## src/pkg/acsm_pkg.sv

```systemverilog
// Constants, register map and carrier types for the audio clock source and mode control
package acsm_pkg;
  // ************************************************************
  // Clock and timing
  // ************************************************************
  localparam int CLK_MHZ = 100;
  localparam int LOCK_BASE_MS = 20;
  localparam int WCLK_LOCK_MS = 35;
  localparam int LOCK_BASE_CYC = LOCK_BASE_MS * 1000 * CLK_MHZ;
  // Word clock lock must finish inside 35 ms, so the settle time is the whole budget less 1 ms
  localparam int WCLK_LOCK_CYC = (WCLK_LOCK_MS - 1) * 1000 * CLK_MHZ;
  localparam logic [8:0] SLOW_LOCK_FRAMES = 9'h180;
  localparam logic [8:0] FAST_LOCK_FRAMES = 9'h001;
  localparam logic [8:0] WCLK_LOCK_FRAMES = 9'h000;
  localparam logic [13:0] IVL_MIN = 14'h0100;
  localparam logic [13:0] IVL_MAX = 14'h1400;
  localparam logic [13:0] XTAL_FRAME_CYC = 14'h0823;
  // Frame period midpoints between neighbouring standard rates, in clock cycles
  localparam logic [13:0] RATE_THR [9] = '{14'h10FF, 14'h0E3E, 14'h0A89, 14'h0880,
    14'h071F, 14'h0545, 14'h0440, 14'h0325, 14'h0220};
  localparam int GEN_SHIFT [3] = '{1, 7, 9};
  // ************************************************************
  // Register map
  // ************************************************************
  localparam logic [3:0] CTRL_OFS = 4'h0;
  localparam logic [3:0] STATUS_OFS = 4'h4;
  localparam int LOSS_SEEN_BIT = 16;
  localparam logic [1:0] AXI_OKAY = 2'h0;
  localparam logic [1:0] AXI_SLVERR = 2'h2;
  localparam logic [1:0] CM_PLL = 2'h0;
  localparam logic [1:0] CM_XTAL = 2'h1;
  localparam logic [1:0] CM_AUTO = 2'h2;
  localparam logic [1:0] CM_MONITOR = 2'h3;
  localparam logic [1:0] XTAL_UNUSED = 2'h3;

  typedef struct packed {
    logic [5:0] rsvd_hi;
    logic [1:0] xtal_freq_sel;
    logic rsvd_mid;
    logic wordclk_sync;
    logic tx_mclk_sel;
    logic mode_a;
    logic [1:0] clock_mode_sel;
    logic fast_lock;
    logic ref_sel;
  } acsm_ctrl_type;

  localparam acsm_ctrl_type CTRL_RESET = '0;

  typedef struct packed {
    logic [3:0] rate_code;
    logic rate_valid;
    logic tx_mclk_ext;
    logic clk_src_xtal;
    logic xtal_run;
    logic pll_run;
    logic eff_ref;
    logic unlock;
  } acsm_stat_type;

  typedef enum logic [2:0] {
    ST_IDLE = 3'b001,
    ST_SETTLE = 3'b010,
    ST_LOCK = 3'b100
  } acsm_lock_type;
endpackage

```

## src/logic/acsm_top.sv

```systemverilog
// Clock source, lock tracking and serial output selection with AXI4-Lite registers
`timescale 1ns/100ps
// Behaviour
// - Reference 0 biphase, 1 word clock
// - Reference is register bit OR strap
// - Biphase lock 20ms plus 384 or 1 frames
// - Word clock lock within 35ms always
// - Parallel strap forces fast lock
// - Wrong sync interval means unlock
// - Detect standard rate from clock or status
// - Word clock lock generates all clocks
// - Mode bit selects sync or mode_a
// - Mode 0 PLL/rx, mode 1 crystal/aux
// - Mode 2 falls back on unlock
// - Mode 3 crystal/aux, PLL keeps running
// - Modes 4-6 word clock, output aux
// - Crystal off in mode 0 only when unused
// - Mode_a output low in crystal cases
// - Mode_a tx clock crystal or external
// - Crystal off forces external tx clock in mode_a
// - Mode_a tx uses external clocks
module acsm_top #(
  parameter int LOCK_BASE_CYCLES = acsm_pkg::LOCK_BASE_CYC,
  parameter int WCLK_LOCK_CYCLES = acsm_pkg::WCLK_LOCK_CYC
) (
  input wire logic clk,
  input wire logic sys_rst,
  input wire logic [3:0] s_axi_awaddr,
  input wire logic s_axi_awvalid,
  output logic s_axi_awready,
  input wire logic [31:0] s_axi_wdata,
  input wire logic [3:0] s_axi_wstrb,
  input wire logic s_axi_wvalid,
  output logic s_axi_wready,
  output logic [1:0] s_axi_bresp,
  output logic s_axi_bvalid,
  input wire logic s_axi_bready,
  input wire logic [3:0] s_axi_araddr,
  input wire logic s_axi_arvalid,
  output logic s_axi_arready,
  output logic [31:0] s_axi_rdata,
  output logic [1:0] s_axi_rresp,
  output logic s_axi_rvalid,
  input wire logic s_axi_rready,
  input wire logic ref_sel_pin,
  input wire logic parallel_pin,
  input wire logic ext_frame_clk,
  input wire logic ext_bit_clk,
  input wire logic aux_data_in,
  input wire logic rx_sync_pulse,
  input wire logic rx_data,
  input wire logic [3:0] cs_rate_code,
  input wire logic cs_rate_valid,
  output logic serial_data_out,
  output logic master_clk_outputs,
  output logic bit_clk,
  output logic frame_clk,
  output logic pll_run,
  output logic xtal_run,
  output logic clk_src_xtal,
  output logic tx_mclk_ext,
  output logic tx_ext_clocks,
  output logic unlock
);
  // ************************************************************
  // Pin synchronisers
  // ************************************************************
  logic [4:0] pin_raw;
  logic [4:0] pin_s1_q;
  logic [4:0] pin_s2_q;
  logic frame_prev_q;
  logic bitclk_prev_q;
  assign pin_raw = {aux_data_in, ext_bit_clk, ext_frame_clk, parallel_pin, ref_sel_pin};
  genvar gi;
  generate
    for (gi = 0; gi < 5; gi++) begin : g_sync
      always_ff @(posedge clk) begin
        pin_s1_q[gi] <= sys_rst ? 1'b0 : pin_raw[gi];
        pin_s2_q[gi] <= sys_rst ? 1'b0 : pin_s1_q[gi];
      end
    end
  endgenerate
  wire ref_pin_s = pin_s2_q[0];
  wire par_pin_s = pin_s2_q[1];
  wire frame_s = pin_s2_q[2];
  wire bitclk_s = pin_s2_q[3];
  wire aux_s = pin_s2_q[4];
  wire frame_rise = frame_s && !frame_prev_q;
  wire bitclk_rise = bitclk_s && !bitclk_prev_q;

  // ************************************************************
  // Registers and AXI4-Lite slave
  // ************************************************************
  acsm_pkg::acsm_ctrl_type ctrl_q;
  acsm_pkg::acsm_stat_type stat;
  logic loss_seen_q;
  logic aw_hold_q, w_hold_q, bvalid_q, rvalid_q;
  logic [3:0] awaddr_q;
  logic [31:0] wdata_q;
  logic [3:0] wstrb_q;
  logic [1:0] bresp_q, rresp_q;
  logic [31:0] rdata_q;
  wire aw_take = s_axi_awvalid && s_axi_awready;
  wire w_take = s_axi_wvalid && s_axi_wready;
  wire ar_take = s_axi_arvalid && s_axi_arready;
  wire aw_have = aw_hold_q || aw_take;
  wire w_have = w_hold_q || w_take;
  wire wr_fire = aw_have && w_have && !bvalid_q;
  wire [3:0] wr_addr = aw_hold_q ? awaddr_q : s_axi_awaddr;
  wire [31:0] wr_data = w_hold_q ? wdata_q : s_axi_wdata;
  wire [3:0] wr_strb = w_hold_q ? wstrb_q : s_axi_wstrb;
  wire wr_ctrl = wr_fire && wr_addr == acsm_pkg::CTRL_OFS;
  wire wr_stat = wr_fire && wr_addr == acsm_pkg::STATUS_OFS;
  wire wr_bad = wr_fire && !wr_ctrl && !wr_stat;
  wire [15:0] ctrl_bits = ctrl_q;
  wire [15:0] ctrl_new = {wr_strb[1] ? wr_data[15:8] : ctrl_bits[15:8],
    wr_strb[0] ? wr_data[7:0] : ctrl_bits[7:0]};
  wire loss_clr = wr_stat && wr_strb[2] && wr_data[acsm_pkg::LOSS_SEEN_BIT];
  wire rd_ctrl = s_axi_araddr == acsm_pkg::CTRL_OFS;
  wire rd_stat = s_axi_araddr == acsm_pkg::STATUS_OFS;
  wire [31:0] rd_word = rd_ctrl ? {16'h0000, ctrl_bits & 16'h037F} :
    rd_stat ? {15'h0000, loss_seen_q, 5'h00, stat} : 32'h0000_0000;
  assign s_axi_awready = !aw_hold_q && !bvalid_q;
  assign s_axi_wready = !w_hold_q && !bvalid_q;
  assign s_axi_arready = !rvalid_q;
  assign s_axi_bvalid = bvalid_q;
  assign s_axi_bresp = bresp_q;
  assign s_axi_rvalid = rvalid_q;
  assign s_axi_rdata = rdata_q;
  assign s_axi_rresp = rresp_q;

  always_ff @(posedge clk) begin
    if (sys_rst) begin
      aw_hold_q <= 1'b0;
      w_hold_q <= 1'b0;
      awaddr_q <= 4'h0;
      wdata_q <= 32'h0000_0000;
      wstrb_q <= 4'h0;
      bvalid_q <= 1'b0;
      bresp_q <= acsm_pkg::AXI_OKAY;
    end else begin
      if (aw_take) begin
        awaddr_q <= s_axi_awaddr;
      end
      if (w_take) begin
        wdata_q <= s_axi_wdata;
        wstrb_q <= s_axi_wstrb;
      end
      aw_hold_q <= aw_have && !wr_fire;
      w_hold_q <= w_have && !wr_fire;
      if (wr_fire) begin
        bvalid_q <= 1'b1;
        bresp_q <= wr_bad ? acsm_pkg::AXI_SLVERR : acsm_pkg::AXI_OKAY;
      end else if (s_axi_bready) begin
        bvalid_q <= 1'b0;
      end
    end
  end

  always_ff @(posedge clk) begin
    if (sys_rst) begin
      rvalid_q <= 1'b0;
      rdata_q <= 32'h0000_0000;
      rresp_q <= acsm_pkg::AXI_OKAY;
    end else if (ar_take) begin
      rvalid_q <= 1'b1;
      rdata_q <= rd_word;
      rresp_q <= (rd_ctrl || rd_stat) ? acsm_pkg::AXI_OKAY : acsm_pkg::AXI_SLVERR;
    end else if (s_axi_rready) begin
      rvalid_q <= 1'b0;
    end
  end

  always_ff @(posedge clk) begin
    if (sys_rst) begin
      ctrl_q <= acsm_pkg::CTRL_RESET;
    end else if (wr_ctrl) begin
      ctrl_q <= acsm_pkg::acsm_ctrl_type'(ctrl_new & 16'h037F);
    end
  end

  // ************************************************************
  // Mode decode
  // ************************************************************
  wire eff_ref = ctrl_q.ref_sel || ref_pin_s;
  wire eff_fast = ctrl_q.fast_lock || par_pin_s;
  wire [1:0] cm = ctrl_q.clock_mode_sel;
  // Mode_a operation is only defined with the biphase reference
  wire mode_a_on = ctrl_q.mode_a && !eff_ref;
  wire xtal_unused = ctrl_q.xtal_freq_sel == acsm_pkg::XTAL_UNUSED;
  assign pll_run = cm != acsm_pkg::CM_XTAL;
  assign xtal_run = !(cm == acsm_pkg::CM_PLL && xtal_unused);
  // Ref 1 with mode 3 is undefined; treated like the crystal mode
  assign clk_src_xtal = cm == acsm_pkg::CM_XTAL || cm == acsm_pkg::CM_MONITOR ||
    (cm == acsm_pkg::CM_AUTO && unlock);
  wire out_rx = !eff_ref && !clk_src_xtal;
  assign tx_mclk_ext = mode_a_on && (ctrl_q.tx_mclk_sel || !xtal_run);
  assign tx_ext_clocks = mode_a_on;

  // ************************************************************
  // Lock tracking
  // ************************************************************
  acsm_pkg::acsm_lock_type lock_q;
  logic [13:0] ivl_q, prev_q;
  logic [21:0] settle_q;
  logic [8:0] frames_q;
  logic ref_prev_q;
  wire ref_evt = eff_ref ? frame_rise : rx_sync_pulse;
  wire [13:0] ivl_diff = ivl_q > prev_q ? ivl_q - prev_q : prev_q - ivl_q;
  wire ivl_ok = ivl_diff <= (prev_q >> 4) && ivl_q >= acsm_pkg::IVL_MIN;
  wire ivl_timeout = ivl_q == acsm_pkg::IVL_MAX;
  wire lock_bad = (ref_evt && !ivl_ok) || ivl_timeout || !pll_run ||
    eff_ref != ref_prev_q;
  wire good_evt = ref_evt && ivl_ok;
  wire [21:0] settle_need = eff_ref ? 22'(WCLK_LOCK_CYCLES) : 22'(LOCK_BASE_CYCLES);
  wire [8:0] frames_need = eff_ref ? acsm_pkg::WCLK_LOCK_FRAMES :
    eff_fast ? acsm_pkg::FAST_LOCK_FRAMES : acsm_pkg::SLOW_LOCK_FRAMES;
  wire settle_done = settle_q >= settle_need;
  assign unlock = lock_q != acsm_pkg::ST_LOCK;

  always_ff @(posedge clk) begin
    if (sys_rst) begin
      ivl_q <= 14'h0000;
      prev_q <= 14'h0000;
      ref_prev_q <= 1'b0;
      frame_prev_q <= 1'b0;
      bitclk_prev_q <= 1'b0;
    end else begin
      ref_prev_q <= eff_ref;
      frame_prev_q <= frame_s;
      bitclk_prev_q <= bitclk_s;
      if (ref_evt) begin
        ivl_q <= 14'h0001;
        prev_q <= ivl_q;
      end else if (!ivl_timeout) begin
        ivl_q <= ivl_q + 14'h0001;
      end
    end
  end

  always_ff @(posedge clk) begin
    if (sys_rst) begin
      lock_q <= acsm_pkg::ST_IDLE;
      settle_q <= 22'h000000;
      frames_q <= 9'h000;
    end else begin
      unique case (lock_q)
        acsm_pkg::ST_IDLE: begin
          settle_q <= 22'h000000;
          frames_q <= 9'h000;
          if (good_evt && !lock_bad) begin
            lock_q <= acsm_pkg::ST_SETTLE;
          end
        end
        acsm_pkg::ST_SETTLE: begin
          if (lock_bad) begin
            lock_q <= acsm_pkg::ST_IDLE;
          end else if (settle_done && frames_q >= frames_need) begin
            lock_q <= acsm_pkg::ST_LOCK;
          end else if (!settle_done) begin
            settle_q <= settle_q + 22'h000001;
          end else if (good_evt) begin
            frames_q <= frames_q + 9'h001;
          end
        end
        acsm_pkg::ST_LOCK: begin
          if (lock_bad) begin
            lock_q <= acsm_pkg::ST_IDLE;
          end
        end
      endcase
    end
  end

  // Loss of lock is sticky; a new loss in the clearing cycle wins
  wire loss_evt = lock_q == acsm_pkg::ST_LOCK && lock_bad;
  always_ff @(posedge clk) begin
    if (sys_rst) begin
      loss_seen_q <= 1'b0;
    end else begin
      loss_seen_q <= loss_evt || (loss_seen_q && !loss_clr);
    end
  end

  // ************************************************************
  // Rate detection
  // ************************************************************
  function automatic logic [3:0] rate_of(input logic [13:0] period);
    logic [3:0] idx;
    idx = 4'h0;
    for (int i = 0; i < 9; i++) begin
      if (period <= acsm_pkg::RATE_THR[i]) begin
        idx = idx + 4'h1;
      end
    end
    return idx;
  endfunction
  // System clock stands in for the crystal as the comparison clock
  wire [3:0] rate_meas = rate_of(prev_q);
  assign stat.rate_code = xtal_unused ? cs_rate_code : rate_meas;
  assign stat.rate_valid = xtal_unused ? cs_rate_valid : !unlock;
  assign stat.tx_mclk_ext = tx_mclk_ext;
  assign stat.clk_src_xtal = clk_src_xtal;
  assign stat.xtal_run = xtal_run;
  assign stat.pll_run = pll_run;
  assign stat.eff_ref = eff_ref;
  assign stat.unlock = unlock;

  // ************************************************************
  // Clock generation
  // ************************************************************
  // Recovered period while on the PLL, nominal crystal frame otherwise
  wire [13:0] gen_period = clk_src_xtal ? acsm_pkg::XTAL_FRAME_CYC : prev_q;
  wire gen_resync = !clk_src_xtal && ref_evt;
  logic [2:0] gen_q;
  generate
    for (gi = 0; gi < 3; gi++) begin : g_div
      logic [13:0] cnt_q;
      wire [13:0] half_raw = gen_period >> acsm_pkg::GEN_SHIFT[gi];
      wire [13:0] half = half_raw == 14'h0000 ? 14'h0001 : half_raw;
      always_ff @(posedge clk) begin
        if (sys_rst) begin
          cnt_q <= 14'h0000;
          gen_q[gi] <= 1'b0;
        end else if (gen_resync) begin
          cnt_q <= 14'h0001;
          gen_q[gi] <= 1'b1;
        end else if (cnt_q >= half) begin
          cnt_q <= 14'h0001;
          gen_q[gi] <= !gen_q[gi];
        end else begin
          cnt_q <= cnt_q + 14'h0001;
        end
      end
    end
  endgenerate
  assign frame_clk = gen_q[0];
  assign bit_clk = gen_q[1];
  assign master_clk_outputs = gen_q[2];

  // ************************************************************
  // Serial data output
  // ************************************************************
  logic aux_q, sdo_q;
  // Mode_a aux data is taken on the external bit clock rising edge
  wire aux_take = mode_a_on ? bitclk_rise : 1'b1;
  wire sdo_d = out_rx ? rx_data : (mode_a_on ? 1'b0 : aux_q);
  always_ff @(posedge clk) begin
    if (sys_rst) begin
      aux_q <= 1'b0;
      sdo_q <= 1'b0;
    end else begin
      if (aux_take) begin
        aux_q <= aux_s;
      end
      sdo_q <= sdo_d;
    end
  end
  assign serial_data_out = sdo_q;
endmodule

```

## config.mk

```make
export PLATFORM = sky130hd
export DESIGN_NAME = acsm_top
export DESIGN_NICKNAME = d
export VERILOG_FILES = /design/src/pkg/acsm_pkg.sv /design/src/logic/acsm_top.sv
export SDC_FILE = /design/constraint.sdc
export NUM_CORES = 1
export LEC_CHECK = 0
export BUFFER_PORTS_ARGS = -buffer_cell sky130_fd_sc_hd__buf_4
export CAP_MARGIN = 20
export CORE_ASPECT_RATIO = 1.25
export CORE_MARGIN = 4
export CORE_UTILIZATION = 40
export DETAILED_ROUTE_END_ITERATION = 10
export RECOVER_POWER = 50
export SYNTH_ARGS = -nofsm -noshare
export SYNTH_HDL_FRONTEND = slang
export SYNTH_SLANG_ARGS = --single-unit
```

## constraint.sdc

```tcl
create_clock -name clk -period 7.2 [get_ports clk]
set_clock_uncertainty 0.2 [all_clocks]
set_input_delay 1.44 -clock clk [delete_from_list [all_inputs] [get_ports clk]]
set_output_delay 1.44 -clock clk [all_outputs]
set_load 0.01 [all_outputs]
```

# Yosys cells after proc, flatten, opt, wreduce, memory -nomap -nowiden
# Index checks and enable logic that the tools add are counted.
word_totals:
  elab_cells: 248
  out_inout_bits: 51
  input_bits: 63
  ff_bits: 196
op_classes:
  mux: 62
  reduce_logical: 83
  eq_ne: 22
  add_sub_neg: 16
  magnitude_cmp: 17
ops:
  columns: ["op", "n"]
  rows:
  - ["$mux 22", 4]
  - ["$add 14x1->14 const B", 4]
  - ["$mux 9", 6]
  - ["$mux 17", 3]
  - ["$pmux 22 s2", 1]
  - ["$le 14x11->1 const B", 3]
  - ["$le 14x12->1 const B", 3]
  - ["$logic_not 14->1", 3]
  - ["$mux 4", 10]
  - ["$logic_and 1x1->1", 30]
  - ["$add 4x1->4 const B", 7]
  - ["$le 14x10->1 const B", 2]
  - ["$mux 14", 2]
  - ["$sub 14x14->14", 2]
  - ["$mux 1", 24]
  - ["$add 22x1->22 const B", 1]
  - ["$ge 22x22->1", 1]
  - ["$logic_not 1->1", 20]
  - ["$pmux 9 s2", 1]
  - ["$ne 2x2->1 const B", 8]
  - ["$mux 3", 5]
  - ["$eq 14x13->1 const B", 1]
  - ["$ge 14x13->1", 1]
  - ["$ge 14x5->1", 1]
  - ["other kinds (32)", 57]

# Longest topological paths before layout
# Gate-level depths: netlist of the first run.
logic_depth:
  word_depth: 21
  mapped_depth: 28
  depth_no_buf: 27

# Worst setup path before layout of the first run
# No wires, ideal clock.
synth_timing:
  path_type: "register to register"
  startpoint: "register ivl_q[0]"
  endpoint: "register settle_q[17]"
  required_time_ns: 6.885
  path_slack_ns: 1.604
  t_arrival_ns: 5.281
  path_buffers: 1
  period_less_slack_ns: 5.596
  path_stages_with_launch: 25
  cell_sequence: "dfxtp_1 inv_1 ha_1 inv_1 fa_1 a21o_1 a21oi_1 o21ai_0 a211o_1 nand2_1 clkbuf_1 mux2_2 o21ai_0 xor2_1 ha_1 nand4_1 nor4_1 a41oi_1 o221ai_1 o211ai_1 nor3b_1 nand4_1 a311oi_1 a21oi_1 o21a_1"
synth_via:
  elab_chain_len: 11
synth_rtl:
  columns: ["item", "line", "text"]
  rows:
  - ["from (decl)", "acsm_top.sv:204", "logic [13:0] ivl_q, prev_q;"]
  - ["from (signal assigned)", "acsm_top.sv:236", "ivl_q <= ivl_q + 14'h0001;"]
  - ["$sub 14x14->14 / $gt 14x14->1 (equally long branches)", "acsm_top.sv:209", "wire [13:0] ivl_diff = ivl_q > prev_q ? ivl_q - prev_q : prev_q - ivl_q;"]
  - ["$mux 14", "acsm_top.sv:209", null]
  - ["$le 14x10->1", "acsm_top.sv:210", "wire ivl_ok = ivl_diff <= (prev_q >> 4) && ivl_q >= acsm_pkg::IVL_MIN;"]
  - ["$logic_and 1x1->1", "acsm_top.sv:210", null]
  - ["$logic_not 1->1", "acsm_top.sv:212", "wire lock_bad = (ref_evt && !ivl_ok) || ivl_timeout || !pll_run ||"]
  - ["$logic_and 1x1->1", "acsm_top.sv:212", null]
  - ["$logic_or 1x1->1 * (3 in a row)", "acsm_top.sv:212", null]
  - ["$ne 2x2->1 (no line) *", null, null]
  - ["$reduce_and 4->1 (no line) *", null, null]
  - ["to (signal assigned)", "acsm_top.sv:261", "settle_q <= settle_q + 22'h000001;"]
  - ["to (decl)", "acsm_top.sv:205", "logic [21:0] settle_q;"]
# Mark *: on every way between the ends. The rest lies on a longest branch, timed or not.
# A chain may end at the register's enable or synchronous reset.

# Worst setup path after layout of the first run
layout_timing:
  startpoint: "register prev_q[1]"
  endpoint: "register frames_q[4]"
layout_via:
  elab_chain_len: 11
layout_rtl:
  columns: ["item", "line", "text"]
  rows:
  - ["from (decl)", "acsm_top.sv:204", null]
  - ["from (signal assigned)", "acsm_top.sv:234", "prev_q <= ivl_q;"]
  - ["$sub 14x14->14 / $gt 14x14->1 (equally long branches)", "acsm_top.sv:209", null]
  - ["$mux 14 *", "acsm_top.sv:209", null]
  - ["$le 14x10->1 *", "acsm_top.sv:210", null]
  - ["$logic_and 1x1->1 *", "acsm_top.sv:210", null]
  - ["$logic_not 1->1", "acsm_top.sv:212", null]
  - ["$logic_and 1x1->1", "acsm_top.sv:212", null]
  - ["$logic_or 1x1->1 (3 in a row)", "acsm_top.sv:212", null]
  - ["$ne 2x2->1 (no line)", null, null]
  - ["$reduce_and 5->1 (no line) *", null, null]
  - ["to (signal assigned)", "acsm_top.sv:263", "frames_q <= frames_q + 9'h001;"]
  - ["to (decl)", "acsm_top.sv:206", "logic [8:0] frames_q;"]
# Marked as above.

==> impl_metrics.csv, run 1 <==
group,metric,value,unit
outcome,status,"complete, but fails checks",
outcome,violations,"max-capacitance violations, max-slew violations",
setup_path,cpPeakStageDelay,0.50,ns
synth,syn_inst,1278,
synth,synth_edf_count,0,
placement,dpl.hpwl,19000,um
final_layout,num-nets-final,1488,
synth,synth-compound-area-share,16.1,%
floorplanning,core-area,0.0255,mm2
setup_path,r2r_cells,23,
cts,clk_latency,0.43,ns
global_route,gr-total-overflow,0,
global_route,grt_antenna_before_repair,0,
cts,cts_tree,"yes",
sta,hold_viol,0,
synth,synth_mux_area_share,4.80,%
power,pwr-share-seq,44.8,%
power,powerDensity,185,mW/mm2
setup_path,regToRegSetupSlack,0.99,ns
power,clkPwrFrac,42.5,%
synth,syn_area,0.0104,mm2
synth,syn_avg_cell_area,8.16,um2
power,ir_drop,0.118,mV
synth,yosys_warnings,0,
setup_path,critPathLaunch,"prev_q[1]$_SDFFE_PP0P_",
detailed_routing,drtAntennaViolNets,0,
synth,synth_xor_area_share,7.18,%
synth,ys_top_cells_by_area,"dfxtp_1 (32%), ha_1 (11%), nor2_1 (5.5%), xnor2_1 (4.5%), a21oi_1 (4.3%)",
floorplanning,ioPinCount,114,
detailed_routing,dr.pass1.iters,5,
detailed_routing,wl,24800,um
synth,ys_seq_area_share,32.1,%
setup_path,cp_max_fo,10,
worst_hold_path,hp-class,"reg -> reg",
sta,slew_viol_final,75,
detailed_routing,drc_errors,0,
sta,finalCritPeriodShare,86.3,%
final_layout,layout-drive-gt1-share,8.48,%
global_route,grt_pass1_wl,41800,um
sta,max-slew-margin-rel,-117,%
final_layout,num_antenna_cells,0,
sta,finalCriticalPeriod,6.21,ns
power,p_leak,4.79,nW
synth,synth-main-ff-cell,"dfxtp_1",
detailed_routing,via_per_inst,5.27,
cts,h-tree-depth,4,
sta,setup_viol,0,
sta,rsz0062_at_grt,"false",
setup_path,critPathLaunchType,"flop",
synth,synth_top_area_share,32.1,%
placement,numPortBuffers,68,
cts,cts_buffers,17,
setup_path,cp-end-kind,"flop",
setup_path,critical_path.top_delay_family,"compound AO/OA/AOI/OAI gates",
floorplanning,rows,65,
floorplanning,die_area,0.0287,mm2
setup_path,critical_path_cell_count,23,
cts,cts_buffer_depth,2,
power,switchingPower,0.592,mW
synth,synthTopCellsByCount,"dfxtp_1 (167), nor2_1 (153), nand2_1 (110)",
placement,gp_congestion,0.883,
synth,synth_seq_cells,167,
detailed_routing,first_iter_violations,355,
setup_path,path_buf_inv,1,
setup_path,rr_startpoint,"prev_q[1]$_SDFFE_PP0P_",
setup_path,crit_top_cell,"o21ai_0",
power,switching_share,27.4,%
cts,clockRootBuffer,"clkbuf_16",
cts,clock-sinks,167,
synth,synthAdderAreaFrac,11.4,%
detailed_routing,routedWlPerCell,14.7,um
synth,synth_cell_types,74,
setup_path,critical_path_class,"reg -> reg",
cts,cts_setup_buffers,0,
sta,fmax,0.161,GHz
sta,finalWorstSetupSlack,0.986,ns
setup_path,path_cells,"inv_1, fa_1, a21o_1, a21oi_1, o21ai_0, a211o_1, nand2_1, mux2_2, o21ai_0, a21oi_1, o21ai_0, xor2_1, ha_1, nand4_1, nor4_1, a41oi_1, o221ai_1, o211ai_1, nor4b_1, nand4_1, a211oi_1, xnor2_1, nor2_1",
sta,tns,0,ns
synth,synth-simple-area-share,22.3,%
floorplanning,die_w,152,um
setup_path,cp.required,7.29,ns
cts,ctsHoldBuffers,0,
power,power_frac_comb,12.8,%
synth,yosysMostFrequentCell,"dfxtp_1",
detailed_routing,via_count,8849,
power,power.internal,1.57,mW
global_route,track_usage,17.2,%
setup_path,cp_data_arrival_time,6.30,ns
sta,tightest_slew,3.25,ns
setup_path,cp_slowest_cell,"dfxtp_1",
setup_path,reg2reg_to,"frames_q[4]$_SDFFE_PP0P_",
setup_path,endpoint,"frames_q[4]$_SDFFE_PP0P_",
synth,yosys.area.top_type,"dfxtp_1",
cts,path_clk_slew,0.07,ns
floorplanning,initial_core_util,40.9,%
global_route,grt_pass1_vias,8533,
cts,cts_resized,0,
synth,synth_top_family_by_area,"simple AND/OR/NAND/NOR gates",
synth,async_flop_share,0,%
global_route,grt_start_max_net_pins,75,
placement,place_ws,1.05,ns
final_layout,area_growth_syn_to_layout,12.2,%
flow_run,max_cap_viol_count,1,
floorplanning,dieHeight,188,um
[worst min path at each step]
stage                                       start                 endpoint  slack (ns)  cells after the start
final                     wdata_q[0]$_SDFFE_PP0P_  wdata_q[0]$_SDFFE_PP0P_        0.26                      2
after CTS                  pin_s1_q[1]$_SDFF_PP0_     par_pin_s$_SDFF_PP0_        0.26                      1
after global routing       pin_s1_q[1]$_SDFF_PP0_     par_pin_s$_SDFF_PP0_        0.27                      1
after floorplan            pin_s1_q[4]$_SDFF_PP0_         aux_s$_SDFF_PP0_        0.21                      1
after detailed placement   pin_s1_q[2]$_SDFF_PP0_       frame_s$_SDFF_PP0_        0.23                      1
after global placement     pin_s1_q[2]$_SDFF_PP0_       frame_s$_SDFF_PP0_        0.23                      1
[final cells by class]
type                    count  area, um2
repair buffers             76        495
inverters                  69        259
multi-input cells        1000       6580
clock buffers              19        443
clock inverters            13        156
flip-flops and latches    167       3340
fillers                  2536      13800
well taps                 335        419
[power groups by stage]
stage	logic [mW]	clock network [mW]	registers [mW]
2_1_floorplan	0.211	0	0.984
3_3_place_gp	0.278	0	0.990
3_5_place_dp	0.280	0	0.990
4_1_cts	0.282	0.944	0.969
5_1_grt	0.313	0.983	0.972
6_report	0.276	0.919	0.969
[layer usage]
layer  part of all wire, %  wire [um]  up-vias  track usage [%]
met5                     0          0        -                0
met4                   2.1        516        0             5.78
met3                   3.4        837       32             3.06
met2                    50      12300      151             30.7
met1                    45      11100     4144             21.0
li1                      -          -     4522                -
[metrics by stage]
stage / cell area [um2] / util, % / cells / power, mW / hold slack [ns]
2_1_floorplan: 10600 / - / 1313 / 1.19 / 0.214
3_3_place_gp: 11200 / 43.9 / 1647 / 1.27 / 0.226
3_5_place_dp: 11200 / 43.9 / 1647 / 1.27 / 0.232
4_1_cts: 11800 / 46.2 / 1679 / 2.19 / 0.256
5_1_grt: 11700 / 45.9 / 1679 / 2.27 / 0.266
6_report: 11700 / 45.9 / 1679 / 2.16 / 0.255
[logic make-up (layout without fill, tap and decap cells)]
family                     count (synthesis)  after routing
and+or+nand+nor                          478            478
AOI/OAI and AO/OA                        264            264
DFF                                      167            167
buffers and inverters                    146            177
adders and majority gates                 94             94
xor gates and xnor gates                  79             79
muxes                                     49             49
other                                      1             36
[state kept, by name, indices dropped and copies added (netlist names), 2 cells and up]
signal and count:
pin_s1_q 5, ctrl_bits 7, lock_q 3, cm 2
g_div.cnt_q 42, awaddr_q 4, settle_q 22, wstrb_q 3
frames_q 9, ivl_q 14, prev_q 14, wdata_q 10
s_axi_rdata 12
[placed cells by master (no fill, tap or decap), types with 20 or more instances in the layout]
| master | n |
|---|---|
| a21o_1 | 25 |
| a21oi_1 | 88 |
| dfxtp_1 | 167 |
| xor2_1 | 23 |
| nor3_1 | 20 |
| inv_1 | 68 |
| ha_1 | 92 |
| nor2_1 | 153 |
| o21ai_0 | 46 |
| xnor2_1 | 53 |
| nand3_1 | 38 |
| nand4_1 | 24 |
| nor2b_1 | 29 |
| clkbuf_1 | 21 |
| buf_4 | 56 |
| a31oi_1 | 20 |
| nand2_1 | 110 |
| conb_1 | 36 |
| mux2i_1 | 41 |
| and3_1 | 27 |
[worst register-to-register path: cells and delay by family (launching register included)]
family                     cells  cell delay [ns]
DFF                            1             0.50
and+or+nand+nor                6             1.52
adders and majority gates      2             0.79
muxes                          1             0.40
buffers and inverters          1             0.17
xor gates and xnor gates       2             0.27
AOI/OAI and AO/OA             11             2.22
(Power assumes the default switching activity.)
==> run 2, diff against run 1 <==
Settings changed: ABC_AREA set to 1.
==> impl_metrics.csv, run 2 <==
group,metric,value,unit
outcome,status,"complete, but fails checks",
detailed_routing,via_count,10385,
detailed_routing,drtAntennaViolNets,0,
final_layout,fillCellCount,2897,
setup_path,cp.required,7.29,ns
setup_path,cp_data_arrival_time,6.14,ns
cts,cts_resized,0,
setup_path,cpPeakStageDelay,0.73,ns
setup_path,endpoint,"s_axi_rdata[8]$_SDFFE_PP0P_",
global_route,grt_use_met1,23.2,%
final_layout,layout-drive-gt1-share,7.92,%
final_layout,area_growth_syn_to_layout,11.5,%
cts,h-tree-depth,4,
power,powerDensity,216,mW/mm2
final_layout,largestRegisters,"g_div.cnt_q x42, settle_q x22",
cts,cts_setup_buffers,0,
power,clkPwrFrac,35.2,%
placement,gp_congestion,0.871,
sta,fmax,0.165,GHz
cts,cts_tree,"yes",
setup_path,critPathLaunch,"prev_q[9]$_SDFFE_PP0P_",
synth,syn_area,0.0111,mm2
synth,syn_avg_cell_area,6.79,um2
worst_hold_path,hp-class,"reg -> reg",
sta,tightest_slew,2.67,ns
cts,cts_buffers,17,
synth,synth_top_area_share,30.0,%
global_route,grtUsageMet3,2.83,%
setup_path,crit_top_cell,"nand2_1",
detailed_routing,via_per_inst,5.02,
final_layout,top_register,"g_div.cnt_q",
floorplanning,dieHeight,195,um
final_layout,mostFrequentLayoutCell,"nand2_1",
global_route,grt_pass1_wl,48200,um
synth,ys_top_cells_by_area,"dfxtp_1 (30%), nand2_1 (12%), ha_1 (10%), nor2_1 (6.7%), inv_1 (6.5%)",
placement,dpl.hpwl,22200,um
global_route,gr-total-overflow,0,
detailed_routing,drc_errors,0,
sta,rsz0062_at_grt,"false",
detailed_routing,routedWlPerCell,13.9,um
floorplanning,die_area,0.0306,mm2
setup_path,rr_startpoint,"prev_q[9]$_SDFFE_PP0P_",
synth,yosys_warnings,0,
sta,finalWorstSetupSlack,1.15,ns
synth,yosys.area.top_type,"dfxtp_1",
sta,slew_viol_final,102,
global_route,grt_pass1_vias,10124,
power,switching_share,34.4,%
synth,synth_edf_count,0,
synth,synth_cell_types,57,
power,switchingPower,0.920,mW
cts,cts_buffer_depth,2,
cts,ctsHoldBuffers,0,
sta,finalCritPeriodShare,84.1,%
power,power_frac_comb,27.1,%
setup_path,r2r_cells,32,
setup_path,critPathLaunchType,"flop",
power,power.internal,1.76,mW
floorplanning,ioPinCount,114,
sta,setup_viol,0,
detailed_routing,wl,28700,um
synth,async_flop_share,0,%
global_route,busiest_layer,"met2",
cts,clk_latency,0.43,ns
sta,hold_viol,0,
sta,tns,0,ns
synth,synth_seq_cells,167,
setup_path,reg2reg_to,"s_axi_rdata[8]$_SDFFE_PP0P_",
detailed_routing,first_iter_violations,573,
power,p_total,2.68,mW
placement,place_ws,1.19,ns
synth,ys_seq_area_share,30.0,%
flow_run,max_cap_viol_count,2,
setup_path,regToRegSetupSlack,1.15,ns
final_layout,largest_register_ffs,42,
floorplanning,die_w,157,um
placement,numPortBuffers,68,
setup_path,path_buf_inv,3,
setup_path,critical_path_cell_count,32,
synth,synthTopCellsByCount,"nand2_1 (361), nor2_1 (200), inv_1 (192)",
setup_path,cp_max_fo,14,
final_layout,num-nets-final,1862,
power,p_leak,5.53,nW
setup_path,critical_path_class,"reg -> reg",
cts,clock-sinks,167,
setup_path,cp_slowest_cell,"dfxtp_1",
global_route,grt_antenna_before_repair,0,
cts,clockRootBuffer,"clkbuf_16",
global_route,track_usage,18.9,%
outcome,violations,"max-capacitance violations, max-slew violations",
synth,syn_inst,1641,
cts,path_clk_slew,0.07,ns
synth,yosysMostFrequentCell,"nand2_1",
detailed_routing,dr.pass1.iters,5,
final_layout,num_antenna_cells,0,
floorplanning,core-area,0.0276,mm2
worst_hold_path,whs_path_depth,2,
setup_path,critical_path.top_delay_family,"simple AND/OR/NAND/NOR gates",
floorplanning,rows,68,
final_layout,final_cell_mix,"nand2_1 (361), nor2_1 (200), inv_1 (192), dfxtp_1 (167), a21oi_1 (117)",
global_route,global_route.usage.met2,33.5,%
synth,synth-main-ff-cell,"dfxtp_1",
power,pwr-share-seq,37.8,%
floorplanning,initial_core_util,40.4,%
global_route,grt_start_max_net_pins,54,
power,ir_drop,0.155,mV
sta,finalCriticalPeriod,6.05,ns
sta,max-slew-margin-rel,-77.7,%
setup_path,cp-end-kind,"flop",
[run 2: cell count changes after synthesis, moves of 15 or more]
cell      before  now
xnor2_1       53   11
a211oi_1      19    4
nand2_1      110  361
and3_1        27    1
nor2b_1       29    0
a21oi_1       90  117
clkbuf_1      49   28
a21o_1        25    4
inv_1         68  192
o21ai_0       46   85
nand3_1       38   88
mux2i_1       41    2
nor2_1       153  200
nand2b_1      16    0
[run 2: how the worst min path moves through the flow]
stage / start / endpoint / slack (ns)
after floorplan: pin_s1_q[4]$_SDFF_PP0_ / aux_s$_SDFF_PP0_ / 0.19
after global placement: pin_s1_q[4]$_SDFF_PP0_ / aux_s$_SDFF_PP0_ / 0.19
after detailed placement: pin_s1_q[0]$_SDFF_PP0_ / ref_pin_s$_SDFF_PP0_ / 0.20
after CTS: pin_s1_q[4]$_SDFF_PP0_ / aux_s$_SDFF_PP0_ / 0.21
after global routing: pin_s1_q[4]$_SDFF_PP0_ / aux_s$_SDFF_PP0_ / 0.22
final: pin_s1_q[4]$_SDFF_PP0_ / aux_s$_SDFF_PP0_ / 0.20
[run 2: cells by family (layout without fill, tap and decap cells)]
| family | count (synthesis) | in the layout | share of synthesized area (%) |
|---|---|---|---|
| buffers and inverters | 265 | 307 | 9.96 |
| other | 1 | 36 | 0.0337 |
| AND/OR/NAND/NOR | 783 | 783 | 31.1 |
| XOR/XNOR | 47 | 47 | 3.70 |
| flip-flops | 167 | 167 | 30.0 |
| multiplexers | 2 | 2 | 0.180 |
| adder cells (fa/ha/maj) | 94 | 94 | 10.7 |
| AO/OA/AOI/OAI | 282 | 282 | 14.3 |
[run 2: layer usage]
layer	vias to the layer above	share of wire (%)
met3	42	2.6
li1	5457	-
met1	4744	45
met2	142	50
met4	0	2.6
met5	-	0
[run 2: worst reg2reg max path: cells and delay by family, from the launching register on]
kind	cells	cell delay, ns
buffers and inverters	3	0.36
AND/OR/NAND/NOR	18	2.45
adder cells (fa/ha/maj)	5	1.38
flip-flops	1	0.73
AO/OA/AOI/OAI	6	0.81
[run 2: power groups by stage]
stage	clock, mW	sequential, mW	combinational, mW
floorplan	0	1.02	0.577
detailed placement	0	1.03	0.735
global placement	0	1.03	0.724
CTS	0.965	1.01	0.739
global route	1.00	1.02	0.846
finish	0.942	1.01	0.725
[run 2: metrics by stage]
step / util [%] / cell area [um2] / hold WS, ns / instances
after floorplan: - / 11300 / 0.188 / 1676
after global placement: 43.2 / 11900 / 0.189 / 2035
after detailed placement: 43.2 / 11900 / 0.199 / 2035
after CTS: 45.4 / 12500 / 0.209 / 2067
after global routing: 45.1 / 12400 / 0.220 / 2068
final: 45.1 / 12400 / 0.205 / 2068
[run 2: area by class of cell]
class,instances,area [um2],area share [%]
clock buffers,17,425,3.42
clock inverters,15,181,1.46
inverters,201,759,6.11
multi-input cells,1244,6820,54.9
flip-flops and latches,167,3340,26.9
well taps,350,438,3.52
repair buffers,74,459,3.70
==> run 3, diff against run 2 <==
Clock period 7.2 ns to 6.07 ns, I/O delays scaled along.
==> impl_metrics.csv, run 3 (synthesis results as in run 2) <==
group,metric,value,unit
outcome,status,"complete, but fails checks",
outcome,violations,"max-capacitance violations, max-slew violations",
setup_path,r2r_cells,30,
floorplanning,die_w,157,um
setup_path,critPathLaunch,"prev_q[3]$_SDFFE_PP0P_",
power,ir_drop,0.165,mV
sta,rsz0062_at_grt,"false",
power,switching_share,34.1,%
final_layout,final_cell_mix,"nand2_1 (362), nor2_1 (200), inv_1 (192), dfxtp_1 (164), a21oi_1 (117)",
cts,clock-sinks,167,
cts,cts_setup_buffers,0,
sta,holdWs,0.205,ns
power,powerDensity,254,mW/mm2
detailed_routing,routedWlPerCell,14.0,um
worst_hold_path,hp-start,"pin_s1_q[4]$_SDFF_PP0_",
global_route,grt_use_met1,23.5,%
placement,numPortBuffers,68,
cts,clk_latency,0.43,ns
detailed_routing,dr.pass1.iters,5,
global_route,grt_start_max_net_pins,54,
sta,tightest_slew,1.81,ns
power,power_frac_comb,27.7,%
global_route,track_usage,19.2,%
final_layout,num-nets-final,1867,
power,pwr-share-seq,37.8,%
cts,cts_buffers,17,
cts,ctsHoldBuffers,0,
final_layout,multiInputGateArea,0.00682,mm2
global_route,grt_pass1_wl,48900,um
floorplanning,rows,68,
power,power.internal,2.08,mW
final_layout,top_register,"g_div.cnt_q",
setup_path,critPathLaunchType,"flop",
power,clkPwrFrac,34.5,%
sta,max-slew-margin-rel,-20.8,%
sta,finalCritPeriodShare,92.1,%
global_route,gr-total-overflow,0,
detailed_routing,wl,29000,um
floorplanning,initial_core_util,40.4,%
sta,fmax,0.179,GHz
setup_path,cp-end-kind,"flop",
global_route,grtUsageMet3,2.52,%
setup_path,critical_path_class,"reg -> reg",
cts,clockRootBuffer,"clkbuf_16",
floorplanning,ioPinCount,114,
global_route,global_route.usage.met2,34.1,%
sta,hold_viol,0,
floorplanning,die_area,0.0306,mm2
detailed_routing,drtAntennaViolNets,0,
sta,setup_viol,0,
power,switchingPower,1.08,mW
placement,place_area,0.0120,mm2
final_layout,final_area,0.0124,mm2
cts,h-tree-depth,4,
setup_path,cp_max_fo,9,
floorplanning,dieHeight,195,um
detailed_routing,drc_errors,0,
setup_path,crit_top_cell,"nand2_1",
cts,cts_tree,"yes",
global_route,grt_antenna_before_repair,1,
detailed_routing,via_count,10500,
setup_path,cp_slowest_cell,"dfxtp_1",
floorplanning,core-area,0.0276,mm2
setup_path,rr_startpoint,"prev_q[3]$_SDFFE_PP0P_",
power,p_leak,5.54,nW
global_route,busiest_layer,"met2",
setup_path,cpPeakStageDelay,0.56,ns
setup_path,cp_data_arrival_time,5.69,ns
final_layout,regArea,0.00335,mm2
detailed_routing,via_per_inst,5.06,
sta,slew_viol_final,48,
final_layout,area_growth_syn_to_layout,11.8,%
setup_path,cp.required,6.16,ns
global_route,grt_pass1_vias,10078,
final_layout,largest_register_ffs,42,
worst_hold_path,whs_path_depth,2,
sta,finalCriticalPeriod,5.59,ns
final_layout,fillCellCount,2936,
final_layout,largestRegisters,"g_div.cnt_q x42, settle_q x22",
placement,gp_congestion,0.901,
sta,tns,0,ns
detailed_routing,first_iter_violations,538,
setup_path,reg2reg_to,"s_axi_rdata[8]$_SDFFE_PP0P_",
cts,cts_buffer_depth,2,
flow_run,max_cap_viol_count,1,
cts,path_clk_slew,0.07,ns
placement,dpl.hpwl,22500,um
worst_hold_path,whs_endpoint,"aux_s$_SDFF_PP0_",
final_layout,layout-drive-gt1-share,8.07,%
setup_path,regToRegSetupSlack,0.48,ns
power,p_total,3.16,mW
final_layout,mostFrequentLayoutCell,"nand2_1",
worst_hold_path,hp-class,"reg -> reg",
==> run 3: cell count changes in the layout (fill, tap and decap cells not counted), moves of 2 or more <==
cell	before	now
clkbuf_1	25	29
clkinv_4	1	4
nand2_2	12	10
inv_8	4	1
dfxtp_2	0	3
clkbuf_4	0	2
dfxtp_1	167	164
==> run 3: area by class of cell <==
| cell class | count | area share [%] |
|---|---|---|
| diodes | 1 | 0.0201 |
| clock buffers | 18 | 3.45 |
| clock inverters | 14 | 1.33 |
| inverters | 201 | 6.10 |
| multi-input cells | 1244 | 54.8 |
| flip-flops and latches | 167 | 26.9 |
| well taps | 350 | 3.52 |
| repair buffers | 79 | 3.92 |
==> run 3: critical path: cells and delay by family, from the launching register on <==
kind,cells,cell delay (ns)
AOI/OAI and AO/OA,6,0.84
adders and majority gates,5,1.40
buffers and inverters,3,0.26
DFF,1,0.56
and+or+nand+nor,16,2.22
==> run 3: worst max-delay path by stage <==
stage and endpoint:
2_1_floorplan s_axi_rdata[8]$_SDFFE_PP0P_, 3_3_place_gp s_axi_rdata[8]$_SDFFE_PP0P_, 3_5_place_dp s_axi_rdata[8]$_SDFFE_PP0P_, 4_1_cts s_axi_rdata[8]$_SDFFE_PP0P_, 5_1_grt s_axi_rdata[8]$_SDFFE_PP0P_, 6_report s_axi_rdata[8]$_SDFFE_PP0P_
==> run 3: repair_timing <==
action                                  CTS  global route
resized for setup                         0             4
endpoints found under the hold margin     0             0
endpoints found under the setup margin    0             5
==> run 3: stage by stage <==
stage	utilization (%)	std cells	worst slack [ns]
floorplan	-	1676	1.09
global placement	43.4	2041	0.463
detailed placement	43.4	2041	0.356
CTS	45.5	2073	0.326
global route	45.2	2074	0.0308
finish	45.2	2074	0.477
==> run 3: power groups by stage <==
| stage | Clock [mW] | Combinational, mW | Sequential (mW) |
|---|---|---|---|
| after floorplan | 0 | 0.684 | 1.20 |
| after global placement | 0 | 0.868 | 1.22 |
| after detailed placement | 0 | 0.887 | 1.22 |
| after CTS | 1.12 | 0.892 | 1.19 |
| after global routing | 1.16 | 1.02 | 1.20 |
| final | 1.09 | 0.875 | 1.19 |
==> run 3: per-layer routing <==
metal,vias to the layer above,share of wire [%]
met5,-,0
met4,0,3.2
met3,59,3.3
met2,204,51
met1,4762,43
li1,5475,-
